[src/design/bdgs_pkg.sv]
// Constants for the bridge driver gate status registers
package bdgs_pkg;
  localparam int NUM_BRIDGES = 4;
  localparam int REG_WIDTH = 16;
  localparam int ADDR_WIDTH = 7;
  localparam logic [6:0] ADDR_DELAY_REG_STATUS = 7'h51;
  localparam logic [6:0] ADDR_OV_FLAGS = 7'h52;
  localparam logic [15:0] DELAY_REG_RESET = 16'h0000;
  localparam logic [15:0] OV_FLAGS_RESET = 16'h0000;
  // Bits kept across a restart
  localparam logic [15:0] DELAY_REG_RESTART_KEEP = 16'h00c1;
  localparam logic [15:0] OV_FLAGS_RESTART_KEEP = 16'h3fff;
  // Field positions, delay regulation status
  localparam int POS_PREDISCHARGE = 8;
  localparam int POS_PRECHARGE = 4;
  localparam int POS_DELAY_REG = 0;
  // Field positions, overvoltage flags
  localparam int POS_INT_SUPPLY_BRAKE = 13;
  localparam int POS_BRIDGE_SUPPLY_BRAKE = 12;
  localparam int POS_LS_BRAKE = 8;
  localparam int POS_NORMAL_OV = 0;
  localparam logic [11:0] DELAY_REG_USED = 12'hfff;
  localparam logic [1:0] GATE_CTRL_OFF0 = 2'h0;
  localparam logic [1:0] GATE_CTRL_OFF1 = 2'h1;
endpackage : bdgs_pkg

[src/design/bdgs_status_regs.sv]
// Delay regulation status and drain-source overvoltage flag registers
`timescale 1ns/1ps
`default_nettype none
module bdgs_status_regs #(
  parameter int BRIDGES = bdgs_pkg::NUM_BRIDGES
) (
  input wire logic clk,
  input wire logic rstn,
  input wire logic soft_reset,
  input wire logic restart,
  input wire logic [1:0] adaptive_gate_control_select,
  input wire logic [3:0] bridge_pwm_enable,
  input wire logic [3:0] bridge_high_impedance,
  input wire logic [3:0] predischarge_at_limit,
  input wire logic [3:0] precharge_at_limit,
  input wire logic [3:0] turn_on_delay_regulated,
  input wire logic [3:0] turn_off_delay_regulated,
  input wire logic internal_supply_brake_event,
  input wire logic bridge_supply_brake_event,
  input wire logic [3:0] lowside_brake_overvoltage_event,
  input wire logic [3:0] lowside_overvoltage_event,
  input wire logic [3:0] highside_overvoltage_event,
  input wire logic rd_en,
  input wire logic wr_en,
  input wire logic [6:0] addr,
  input wire logic [15:0] wdata,
  output logic [15:0] rdata,
  output logic rd_valid
);
  // The field layout is fixed by the register map; other counts cannot be served
  if (BRIDGES != bdgs_pkg::NUM_BRIDGES) begin : g_bad_bridges
    $error("Bridge count must match the four-bridge register map");
  end
  if (bdgs_pkg::POS_PRECHARGE != bdgs_pkg::POS_DELAY_REG + BRIDGES) begin : g_bad_pchg
    $error("Precharge field overlaps the regulation field");
  end
  if (bdgs_pkg::POS_PREDISCHARGE != bdgs_pkg::POS_PRECHARGE + BRIDGES) begin : g_bad_pdchg
    $error("Predischarge field overlaps the precharge field");
  end
  if (bdgs_pkg::POS_LS_BRAKE != bdgs_pkg::POS_NORMAL_OV + 2 * BRIDGES) begin : g_bad_normal
    $error("Normal overvoltage field overlaps the braking field");
  end
  if (bdgs_pkg::POS_BRIDGE_SUPPLY_BRAKE != bdgs_pkg::POS_LS_BRAKE + BRIDGES) begin : g_bad_brake
    $error("Braking field overlaps the supply brake flag");
  end
  if (bdgs_pkg::REG_WIDTH != 16) begin : g_bad_width
    $error("Register width must be sixteen bits");
  end
  if (bdgs_pkg::ADDR_WIDTH != 7) begin : g_bad_addr
    $error("Address width must be seven bits");
  end

  // Event and status inputs come from the analog domain; synchronise all
  // Costs two cycles of latency; an event shorter than a clock may be missed
  localparam int SYNC_W = 4 + 9 * BRIDGES;
  logic [SYNC_W-1:0] sync1_r;
  logic [SYNC_W-1:0] sync2_r;
  logic [SYNC_W-1:0] raw;
  assign raw = {adaptive_gate_control_select, bridge_pwm_enable, bridge_high_impedance,
                predischarge_at_limit, precharge_at_limit, turn_on_delay_regulated,
                turn_off_delay_regulated, internal_supply_brake_event,
                bridge_supply_brake_event, lowside_brake_overvoltage_event,
                lowside_overvoltage_event, highside_overvoltage_event};
  always_ff @(posedge clk or negedge rstn) begin
    if (!rstn) begin
      sync1_r <= '0;
      sync2_r <= '0;
    end else begin
      sync1_r <= raw;
      sync2_r <= sync1_r;
    end
  end

  logic [1:0] gate_ctrl_sel_s;
  logic [3:0] pwm_s, hiz_s, pdchg_s, pchg_s, ton_s, toff_s;
  logic [3:0] lsbrk_s, ls_s, hs_s;
  logic vsint_s, vs_s;
  assign {gate_ctrl_sel_s, pwm_s, hiz_s, pdchg_s, pchg_s, ton_s, toff_s, vsint_s, vs_s,
          lsbrk_s, ls_s, hs_s} = sync2_r;

  // Delay regulation status register
  logic [15:0] delay_reg_r;
  logic [15:0] delay_reg_nxt;
  logic adaptive_active;
  logic [3:0] clamp_ok;
  logic [3:0] predischarge_clamp_state;
  logic [3:0] precharge_clamp_state;
  logic [3:0] delay_in_regulation_flag;
  always_comb begin
    adaptive_active = (gate_ctrl_sel_s != bdgs_pkg::GATE_CTRL_OFF0) &&
                      (gate_ctrl_sel_s != bdgs_pkg::GATE_CTRL_OFF1);
    clamp_ok = pwm_s & ~hiz_s & {4{adaptive_active}};
    // Clamped reads 0 while adaptive control governs the bridge, and also wherever reset, soft reset or restart loads zero into the bit
    predischarge_clamp_state = ~(clamp_ok & pdchg_s);
    precharge_clamp_state = ~(clamp_ok & pchg_s);
    delay_in_regulation_flag = ton_s | toff_s;
    delay_reg_nxt = '0;
    delay_reg_nxt[bdgs_pkg::POS_PREDISCHARGE +: 4] = predischarge_clamp_state;
    delay_reg_nxt[bdgs_pkg::POS_PRECHARGE +: 4] = precharge_clamp_state;
    delay_reg_nxt[bdgs_pkg::POS_DELAY_REG +: 4] = delay_in_regulation_flag;
    if (soft_reset) begin
      delay_reg_nxt = bdgs_pkg::DELAY_REG_RESET;
    end else if (restart) begin
      delay_reg_nxt = delay_reg_r & bdgs_pkg::DELAY_REG_RESTART_KEEP;
    end
  end
  // Host writes never reach this register
  always_ff @(posedge clk or negedge rstn) begin
    if (!rstn) begin
      delay_reg_r <= bdgs_pkg::DELAY_REG_RESET;
    end else begin
      delay_reg_r <= delay_reg_nxt;
    end
  end

  // Delay status checks
  a_delay_reserved: assert property (@(posedge clk) disable iff (!rstn)
    delay_reg_r[15:12] == 4'h0) else $error("Delay status reserved bits set");
  a_clamp_off_adapt: assert property (@(posedge clk) disable iff (!rstn)
    (!adaptive_active && !soft_reset && !restart) |=> delay_reg_r[11:4] == 8'hff)
    else $error("Clamp bit low with adaptive control off");
  a_pdchg_clamp: assert property (@(posedge clk) disable iff (!rstn)
    (adaptive_active && pwm_s[0] && !hiz_s[0] && pdchg_s[0] && !soft_reset && !restart)
    |=> !delay_reg_r[8]) else $error("Predischarge clamp not reported");
  a_pchg_clamp: assert property (@(posedge clk) disable iff (!rstn)
    (adaptive_active && pwm_s[3] && !hiz_s[3] && pchg_s[3] && !soft_reset && !restart)
    |=> !delay_reg_r[7]) else $error("Precharge clamp not reported");
  a_delay_regulated: assert property (@(posedge clk) disable iff (!rstn)
    (!soft_reset && !restart) |=> delay_reg_r[3:0] == $past(ton_s | toff_s))
    else $error("Regulation flags wrong");
  a_restart_keep: assert property (@(posedge clk) disable iff (!rstn)
    (restart && !soft_reset) |=> delay_reg_r == ($past(delay_reg_r) & 16'h00c1))
    else $error("Restart kept wrong bits");
  a_soft_wins: assert property (@(posedge clk) disable iff (!rstn)
    (soft_reset && restart) |=> delay_reg_r == 16'h0000)
    else $error("Restart overrode soft reset");

  // Per-bridge checks; outside soft reset and restart, a bridge outside adaptive control must never report a clamp
  for (genvar i = 0; i < BRIDGES; i++) begin : g_bridge
    a_pdchg_each: assert property (@(posedge clk) disable iff (!rstn)
      (adaptive_active && pwm_s[i] && !hiz_s[i] && pdchg_s[i] && !soft_reset && !restart)
      |=> !delay_reg_r[bdgs_pkg::POS_PREDISCHARGE + i])
      else $error("Predischarge clamp missing");
    a_pdchg_free: assert property (@(posedge clk) disable iff (!rstn)
      (!(adaptive_active && pwm_s[i] && !hiz_s[i] && pdchg_s[i]) && !soft_reset && !restart)
      |=> delay_reg_r[bdgs_pkg::POS_PREDISCHARGE + i])
      else $error("Predischarge clamp reported without cause");
    a_pchg_each: assert property (@(posedge clk) disable iff (!rstn)
      (adaptive_active && pwm_s[i] && !hiz_s[i] && pchg_s[i] && !soft_reset && !restart)
      |=> !delay_reg_r[bdgs_pkg::POS_PRECHARGE + i])
      else $error("Precharge clamp missing");
    a_pchg_free: assert property (@(posedge clk) disable iff (!rstn)
      (!(adaptive_active && pwm_s[i] && !hiz_s[i] && pchg_s[i]) && !soft_reset && !restart)
      |=> delay_reg_r[bdgs_pkg::POS_PRECHARGE + i])
      else $error("Precharge clamp reported without cause");
    a_pwm_off_free: assert property (@(posedge clk) disable iff (!rstn)
      (!pwm_s[i] && !soft_reset && !restart) |=> (delay_reg_r[bdgs_pkg::POS_PREDISCHARGE + i]
      && delay_reg_r[bdgs_pkg::POS_PRECHARGE + i]))
      else $error("Clamp reported with PWM off");
    a_hiz_free: assert property (@(posedge clk) disable iff (!rstn)
      (hiz_s[i] && !soft_reset && !restart) |=> (delay_reg_r[bdgs_pkg::POS_PREDISCHARGE + i]
      && delay_reg_r[bdgs_pkg::POS_PRECHARGE + i]))
      else $error("Clamp reported with bridge high impedance");
    a_reg_set: assert property (@(posedge clk) disable iff (!rstn)
      ((ton_s[i] || toff_s[i]) && !soft_reset && !restart)
      |=> delay_reg_r[bdgs_pkg::POS_DELAY_REG + i])
      else $error("Regulation not reported");
    a_reg_clear: assert property (@(posedge clk) disable iff (!rstn)
      (!ton_s[i] && !toff_s[i] && !soft_reset && !restart)
      |=> !delay_reg_r[bdgs_pkg::POS_DELAY_REG + i])
      else $error("Regulation reported without cause");
  end

  // Overvoltage flags, sticky until read
  logic [15:0] ov_r;
  logic [15:0] ov_nxt;
  logic [15:0] ov_set;
  logic ov_read;
  always_comb begin
    ov_set = '0;
    ov_set[bdgs_pkg::POS_INT_SUPPLY_BRAKE] = vsint_s;
    ov_set[bdgs_pkg::POS_BRIDGE_SUPPLY_BRAKE] = vs_s;
    ov_set[bdgs_pkg::POS_LS_BRAKE +: 4] = lsbrk_s;
    for (int i = 0; i < 4; i++) begin
      ov_set[bdgs_pkg::POS_NORMAL_OV + 2*i + 1] = ls_s[i];
      ov_set[bdgs_pkg::POS_NORMAL_OV + 2*i] = hs_s[i];
    end
    ov_read = rd_en && (addr == bdgs_pkg::ADDR_OV_FLAGS);
    // Set wins over the read clear so a coincident event is kept
    ov_nxt = ((ov_read ? 16'h0000 : ov_r) | ov_set) & bdgs_pkg::OV_FLAGS_RESTART_KEEP;
    if (soft_reset) begin
      ov_nxt = bdgs_pkg::OV_FLAGS_RESET;
    end else if (restart) begin
      ov_nxt = ov_r & bdgs_pkg::OV_FLAGS_RESTART_KEEP;
    end
  end
  always_ff @(posedge clk or negedge rstn) begin
    if (!rstn) begin
      ov_r <= bdgs_pkg::OV_FLAGS_RESET;
    end else begin
      ov_r <= ov_nxt;
    end
  end

  // Overvoltage flag checks
  a_ov_reserved: assert property (@(posedge clk) disable iff (!rstn)
    ov_r[15:14] == 2'h0) else $error("Overvoltage reserved bits set");
  a_ov_sticky: assert property (@(posedge clk) disable iff (!rstn)
    (ov_r[13] && !ov_read && !soft_reset) |=> ov_r[13])
    else $error("Overvoltage flag lost before read");
  a_ov_set: assert property (@(posedge clk) disable iff (!rstn)
    (vs_s && !soft_reset && !restart) |=> ov_r[12]) else $error("Brake flag not set");
  a_int_brake_set: assert property (@(posedge clk) disable iff (!rstn)
    (vsint_s && !soft_reset && !restart) |=> ov_r[13]) else $error("Internal brake not set");
  a_ov_clear: assert property (@(posedge clk) disable iff (!rstn)
    (ov_read && ov_set == 16'h0000 && !soft_reset && !restart) |=> ov_r == 16'h0000)
    else $error("Read did not clear flags");
  a_ov_set_wins: assert property (@(posedge clk) disable iff (!rstn)
    (ov_read && ov_set != 16'h0000 && !soft_reset && !restart)
    |=> (ov_r & $past(ov_set)) == $past(ov_set)) else $error("Read clear beat a new event");
  a_restart_ov_keep: assert property (@(posedge clk) disable iff (!rstn)
    (restart && !soft_reset) |=> ov_r == $past(ov_r)) else $error("Restart changed flags");
  a_soft_reset: assert property (@(posedge clk) disable iff (!rstn)
    soft_reset |=> (ov_r == 16'h0000 && delay_reg_r == 16'h0000))
    else $error("Soft reset did not clear");
  for (genvar i = 0; i < BRIDGES; i++) begin : g_bridge_ov
    a_lsbrk_set: assert property (@(posedge clk) disable iff (!rstn)
      (lsbrk_s[i] && !soft_reset && !restart) |=> ov_r[bdgs_pkg::POS_LS_BRAKE + i])
      else $error("Braking overvoltage not latched");
    a_ls_set: assert property (@(posedge clk) disable iff (!rstn)
      (ls_s[i] && !soft_reset && !restart) |=> ov_r[bdgs_pkg::POS_NORMAL_OV + 2*i + 1])
      else $error("Low-side overvoltage not latched");
    a_hs_set: assert property (@(posedge clk) disable iff (!rstn)
      (hs_s[i] && !soft_reset && !restart) |=> ov_r[bdgs_pkg::POS_NORMAL_OV + 2*i])
      else $error("High-side overvoltage not latched");
  end
  // Each latched flag holds until read and clears on a read with no new event
  for (genvar b = 0; b <= bdgs_pkg::POS_INT_SUPPLY_BRAKE; b++) begin : g_flag
    a_flag_hold: assert property (@(posedge clk) disable iff (!rstn)
      (ov_r[b] && !ov_read && !soft_reset) |=> ov_r[b])
      else $error("Flag dropped before read");
    a_flag_clear: assert property (@(posedge clk) disable iff (!rstn)
      (ov_read && !ov_set[b] && !soft_reset && !restart) |=> !ov_r[b])
      else $error("Flag kept after read");
  end

  // Read port, one cycle latency
  // Unmapped addresses read zero; the host has no error path to report them
  logic [15:0] rdata_nxt;
  logic rd_valid_nxt;
  always_comb begin
    rdata_nxt = rdata;
    rd_valid_nxt = rd_en;
    if (rd_en) begin
      case (addr)
        bdgs_pkg::ADDR_DELAY_REG_STATUS: rdata_nxt = delay_reg_r;
        bdgs_pkg::ADDR_OV_FLAGS: rdata_nxt = ov_r;
        default: rdata_nxt = 16'h0000;
      endcase
    end
  end
  always_ff @(posedge clk or negedge rstn) begin
    if (!rstn) begin
      rdata <= 16'h0000;
      rd_valid <= 1'b0;
    end else begin
      rdata <= rdata_nxt;
      rd_valid <= rd_valid_nxt;
    end
  end

  logic unused_wr;
  assign unused_wr = wr_en ^ (^wdata);

  // Read port checks
  a_rd_valid_follow: assert property (@(posedge clk) disable iff (!rstn)
    rd_en |=> rd_valid)
    else $error("Read not answered");
  a_rd_valid_idle: assert property (@(posedge clk) disable iff (!rstn)
    !rd_en |=> !rd_valid)
    else $error("Answer without a read");
  a_rd_delay_data: assert property (@(posedge clk) disable iff (!rstn)
    (rd_en && addr == bdgs_pkg::ADDR_DELAY_REG_STATUS) |=> rdata == $past(delay_reg_r))
    else $error("Delay status read wrong");
  a_rd_ov_data: assert property (@(posedge clk) disable iff (!rstn)
    (rd_en && addr == bdgs_pkg::ADDR_OV_FLAGS) |=> rdata == $past(ov_r))
    else $error("Overvoltage read wrong");
  a_rd_unmapped: assert property (@(posedge clk) disable iff (!rstn)
    (rd_en && addr != bdgs_pkg::ADDR_DELAY_REG_STATUS && addr != bdgs_pkg::ADDR_OV_FLAGS)
    |=> rdata == 16'h0000) else $error("Unmapped read not zero");
  a_rdata_hold: assert property (@(posedge clk) disable iff (!rstn)
    !rd_en |=> $stable(rdata))
    else $error("Read data changed without a read");
endmodule : bdgs_status_regs
`default_nettype wire

[config.mk]
export PLATFORM = sky130hd
export DESIGN_NAME = bdgs_status_regs
export DESIGN_NICKNAME = d
export VERILOG_FILES = /design/src/design/bdgs_pkg.sv /design/src/design/bdgs_status_regs.sv
export SDC_FILE = /design/constraint.sdc
export NUM_CORES = 1
export LEC_CHECK = 0
export BUFFER_PORTS_ARGS = -buffer_cell sky130_fd_sc_hd__buf_2
export CAP_MARGIN = 25
export CORE_UTILIZATION = 30
export DETAILED_ROUTE_END_ITERATION = 16
export GPL_ROUTABILITY_DRIVEN = 0
export HOLD_SLACK_MARGIN = 0.05
export PLACE_DENSITY = 0.53
export RECOVER_POWER = 25
export SLEW_MARGIN = 5
export SYNTH_ARGS = -nofsm -noshare
export SYNTH_HDL_FRONTEND = slang
export SYNTH_SLANG_ARGS = --single-unit
[constraint.sdc]
create_clock -name clk -period 0.8 [get_ports clk]
set_input_delay 0.04 -clock clk [delete_from_list [all_inputs] [get_ports clk]]
set_output_delay 0.04 -clock clk [all_outputs]
set_load 0.01 [all_outputs]
==> flow_summary.ini <==
[clocking]
numCtsBuffers = 17
cts_root_buf = clkbuf_16
path_clk_slew_ns = 0.05
cts.sinks = 119
htreeDepth = 4
cts_hold_buf = 42
cts_tree = yes
clk_latency_ns = 0.40
clockBufferDepth = 2

[setup_path]
crit_required_ns = 0.76
critPathCaptureType = output port
crit_path_cell_trace = buf_2
cp_slowest_cell = dfrtp_1
rrSetupSlack_ns = -0.06
reg2reg_from = sync2_r[39]$_DFF_PN0_
r2r_cells = 3
start_kind = flop
crit_buf_inv = 1
arrival_ns = 0.94
path_class = reg2out
slowest_delay_ns = 0.39
cp_top_family = flip-flops
reg2reg_to = delay_reg_r[6]$_DFFE_PN0P_
cp_max_fo = 2

[run_status]
violations = setup timing
outcome = complete, but fails checks

[power_and_ir_drop]
p_seq_share_pct = 40.7
cellLeakagePower_uw = 0.00262
max-vdd-ir-drop_mv = 1.29
clockPowerShare_pct = 54.3
power.density_mw_per_mm2 = 2760
p_sw_share_pct = 19.1
p_int_uw = 12800
pwr-share-comb_pct = 5.0
switchingPower_uw = 3030

[final_layout]
final_nets = 444
area_delta_synth_final_pct = 54.1
fin_area_mm2 = 0.00573
instances_no_fill = 556
post-route-util_pct = 47.5
drive_above_1_share_pct = 40.7
diodes = 0
num-fill-cells = 1077
multiInputGateArea_um2 = 810
ff_latch_area_mm2 = 0.00298

[die]
die-area_mm2 = 0.0128
fp.dieH_um = 113
die_w_um = 113
num_io_pins = 86
rows = 40
start_util_pct = 30.8
core_area_mm2 = 0.0121

[timing]
tns_ns = -2.70
hold_violations = 0
max_freq_ghz = 1.03
min_period_over_period_pct = 122
postLayoutSetupSlackWorst_ns = -0.175
finalCriticalPeriod_ns = 0.975
clock_skew_ns = 0.00537
relSlewSlack_pct = 55.4
drv_slew = 0
tightest_slew_ns = 0.666
setup_viol = 23
rsz0062_at_grt = true

[synth]
ys_ff_latch = 119
ys_top_cells_by_area = dfrtp_1 80%, a211oi_1 2.8%, o2bb2ai_1 2.8%
syn_inst = 234
ys_types = 27
async_flop_share_pct = 100
netlist_area_mm2 = 0.00372
synth_edf_count = 0
syn_area_per_cell_um2 = 15.9
yosysSeqAreaShare_pct = 80.1
synth_top_area_cell = dfrtp_1
ys_warn_count = 0
yosys.area.top_type_share_pct = 80.1
yosysMostFrequentCell = dfrtp_1
synthTopCellsByCount = 119 x dfrtp_1, 23 x nor2_1, 20 x a21oi_1
synth_ff_type = dfrtp_1

[global_route]
grt_pass1_wl_um = 11700
grt_overflow = 0
grt_max_degree = 44
grt_pass1_vias = 2432
antenna_found_initial = 0
grt_use_total_pct = 12.2

[detailed_routing]
drt-met1-wl_um = 3160
vias = 2329
routed.top_layer = met4
drtPass1Iterations = 4
avgRoutedWirePerCell_um = 12.5
routed_wl_um = 6960
drc = 0
drtIter0Drc = 101
postRouteAntennaNets = 0
via_per_inst = 4.19
wl_met3_um = 319
wl_met2_um = 3340

[place]
hpwl_um = 4350
place_inst = 468
place_ws_ns = -0.479
placedInstanceArea_mm2 = 0.00440
portBuffers = 65

[hold_path]
hold_path_depth = 3
min_to = delay_reg_r[4]$_DFF_PN0_
holdCritPathClass = in2reg
hold_start = soft_reset

[job]
drv_cap = 0
==> stage by stage <==
stage / power (uW) / hold WS, ns
2_1_floorplan: 6730 / -0.256
3_3_place_gp: 7110 / -0.0851
3_5_place_dp: 7130 / -0.0885
4_1_cts: 16000 / 0.0195
5_1_grt: 16400 / 0.0893
6_report: 15800 / 0.0627
==> layer usage <==
layer  up-vias  track usage [%]
li1       1109                -
met1      1133             15.0
met2        73             18.4
met3        14             4.50
met4         0             7.37
met5         -                0
==> tightest hold or removal path, cell delays in order <==
cell and delay (ns):
buf_2 0.08, or2_2 0.25, a21oi_2 0.04
==> logic make-up after synthesis <==
logic type,after synthesis,share of synthesized area [%]
AOI/OAI and AO/OA,63,12.0
buffers and inverters,16,2.39
DFF,119,80.1
and+or+nand+nor,35,5.39
other,1,0.101
==> power by group through the flow <==
stage	registers [uW]	logic (uW)	clock network, uW
final	6440	787	8590
after floorplan	6490	238	0
after global routing	6470	884	9070
after CTS	6430	771	8770
after detailed placement	6530	601	0
after global placement	6530	583	0
==> cell type report <==
cell class / instances / share of cell area (%)
clock buffer: 20 / 8.15
sequential: 119 / 52.0
inverter: 3 / 0.197
timing repair buffer: 134 / 18.0
multi-input combinational: 100 / 14.1
clock inverter: 12 / 3.87
tap: 168 / 3.67
==> flip-flops by register name, indices dropped and copies added, names as in the netlist <==
name / count
sync1_r: 39
rd_valid: 1
ov_r: 14
sync2_r: 39
rdata: 14
delay_reg_r: 12
==> repair_timing <==
| action | 4_1_cts | 5_1_grt |
|---|---|---|
| endpoints found under the hold margin | 173 | 9 |
| resized for setup | 6 | 21 |
| pin swaps | 8 | 5 |
| buffers inserted | 12 | 2 |
| setup endpoints to repair | 30 | 38 |
==> worst max path at each step <==
stage | startpoint | end | cells past startpoint
3_3_place_gp | addr[1] | rdata[9]$_DFFE_PN0P_ | 4
2_1_floorplan | addr[0] | ov_r[10]$_DFFE_PN0P_ | 4
6_report | rdata[13]$_DFFE_PN0P_ | rdata[13] | 1
5_1_grt | rdata[13]$_DFFE_PN0P_ | rdata[13] | 1
4_1_cts | rdata[0]$_DFFE_PN0P_ | rdata[0] | 1
3_5_place_dp | addr[1] | rdata[8]$_DFFE_PN0P_ | 4
==> placed cells by master, fill, tap and decap left out, types with 2 or more instances in the layout <==
master	n
buf_6	4
a21oi_2	6
conb_1	2
buf_4	20
a22oi_1	3
o2bb2ai_1	3
nor2_1	22
clkbuf_8	3
clkinv_2	2
o2bb2ai_2	9
a211oi_2	3
dlygate4sd3_1	42
a21oi_1	14
clkbuf_1	2
dfrtp_1	119
buf_12	5
clkinvlp_4	3
a22oi_2	9
bufinv_16	6
clkbuf_16	17
a211oi_1	11
a22o_1	2
inv_1	2
buf_2	60
nand2_1	2
No activity file was read; power rests on OpenSTA's default activity.
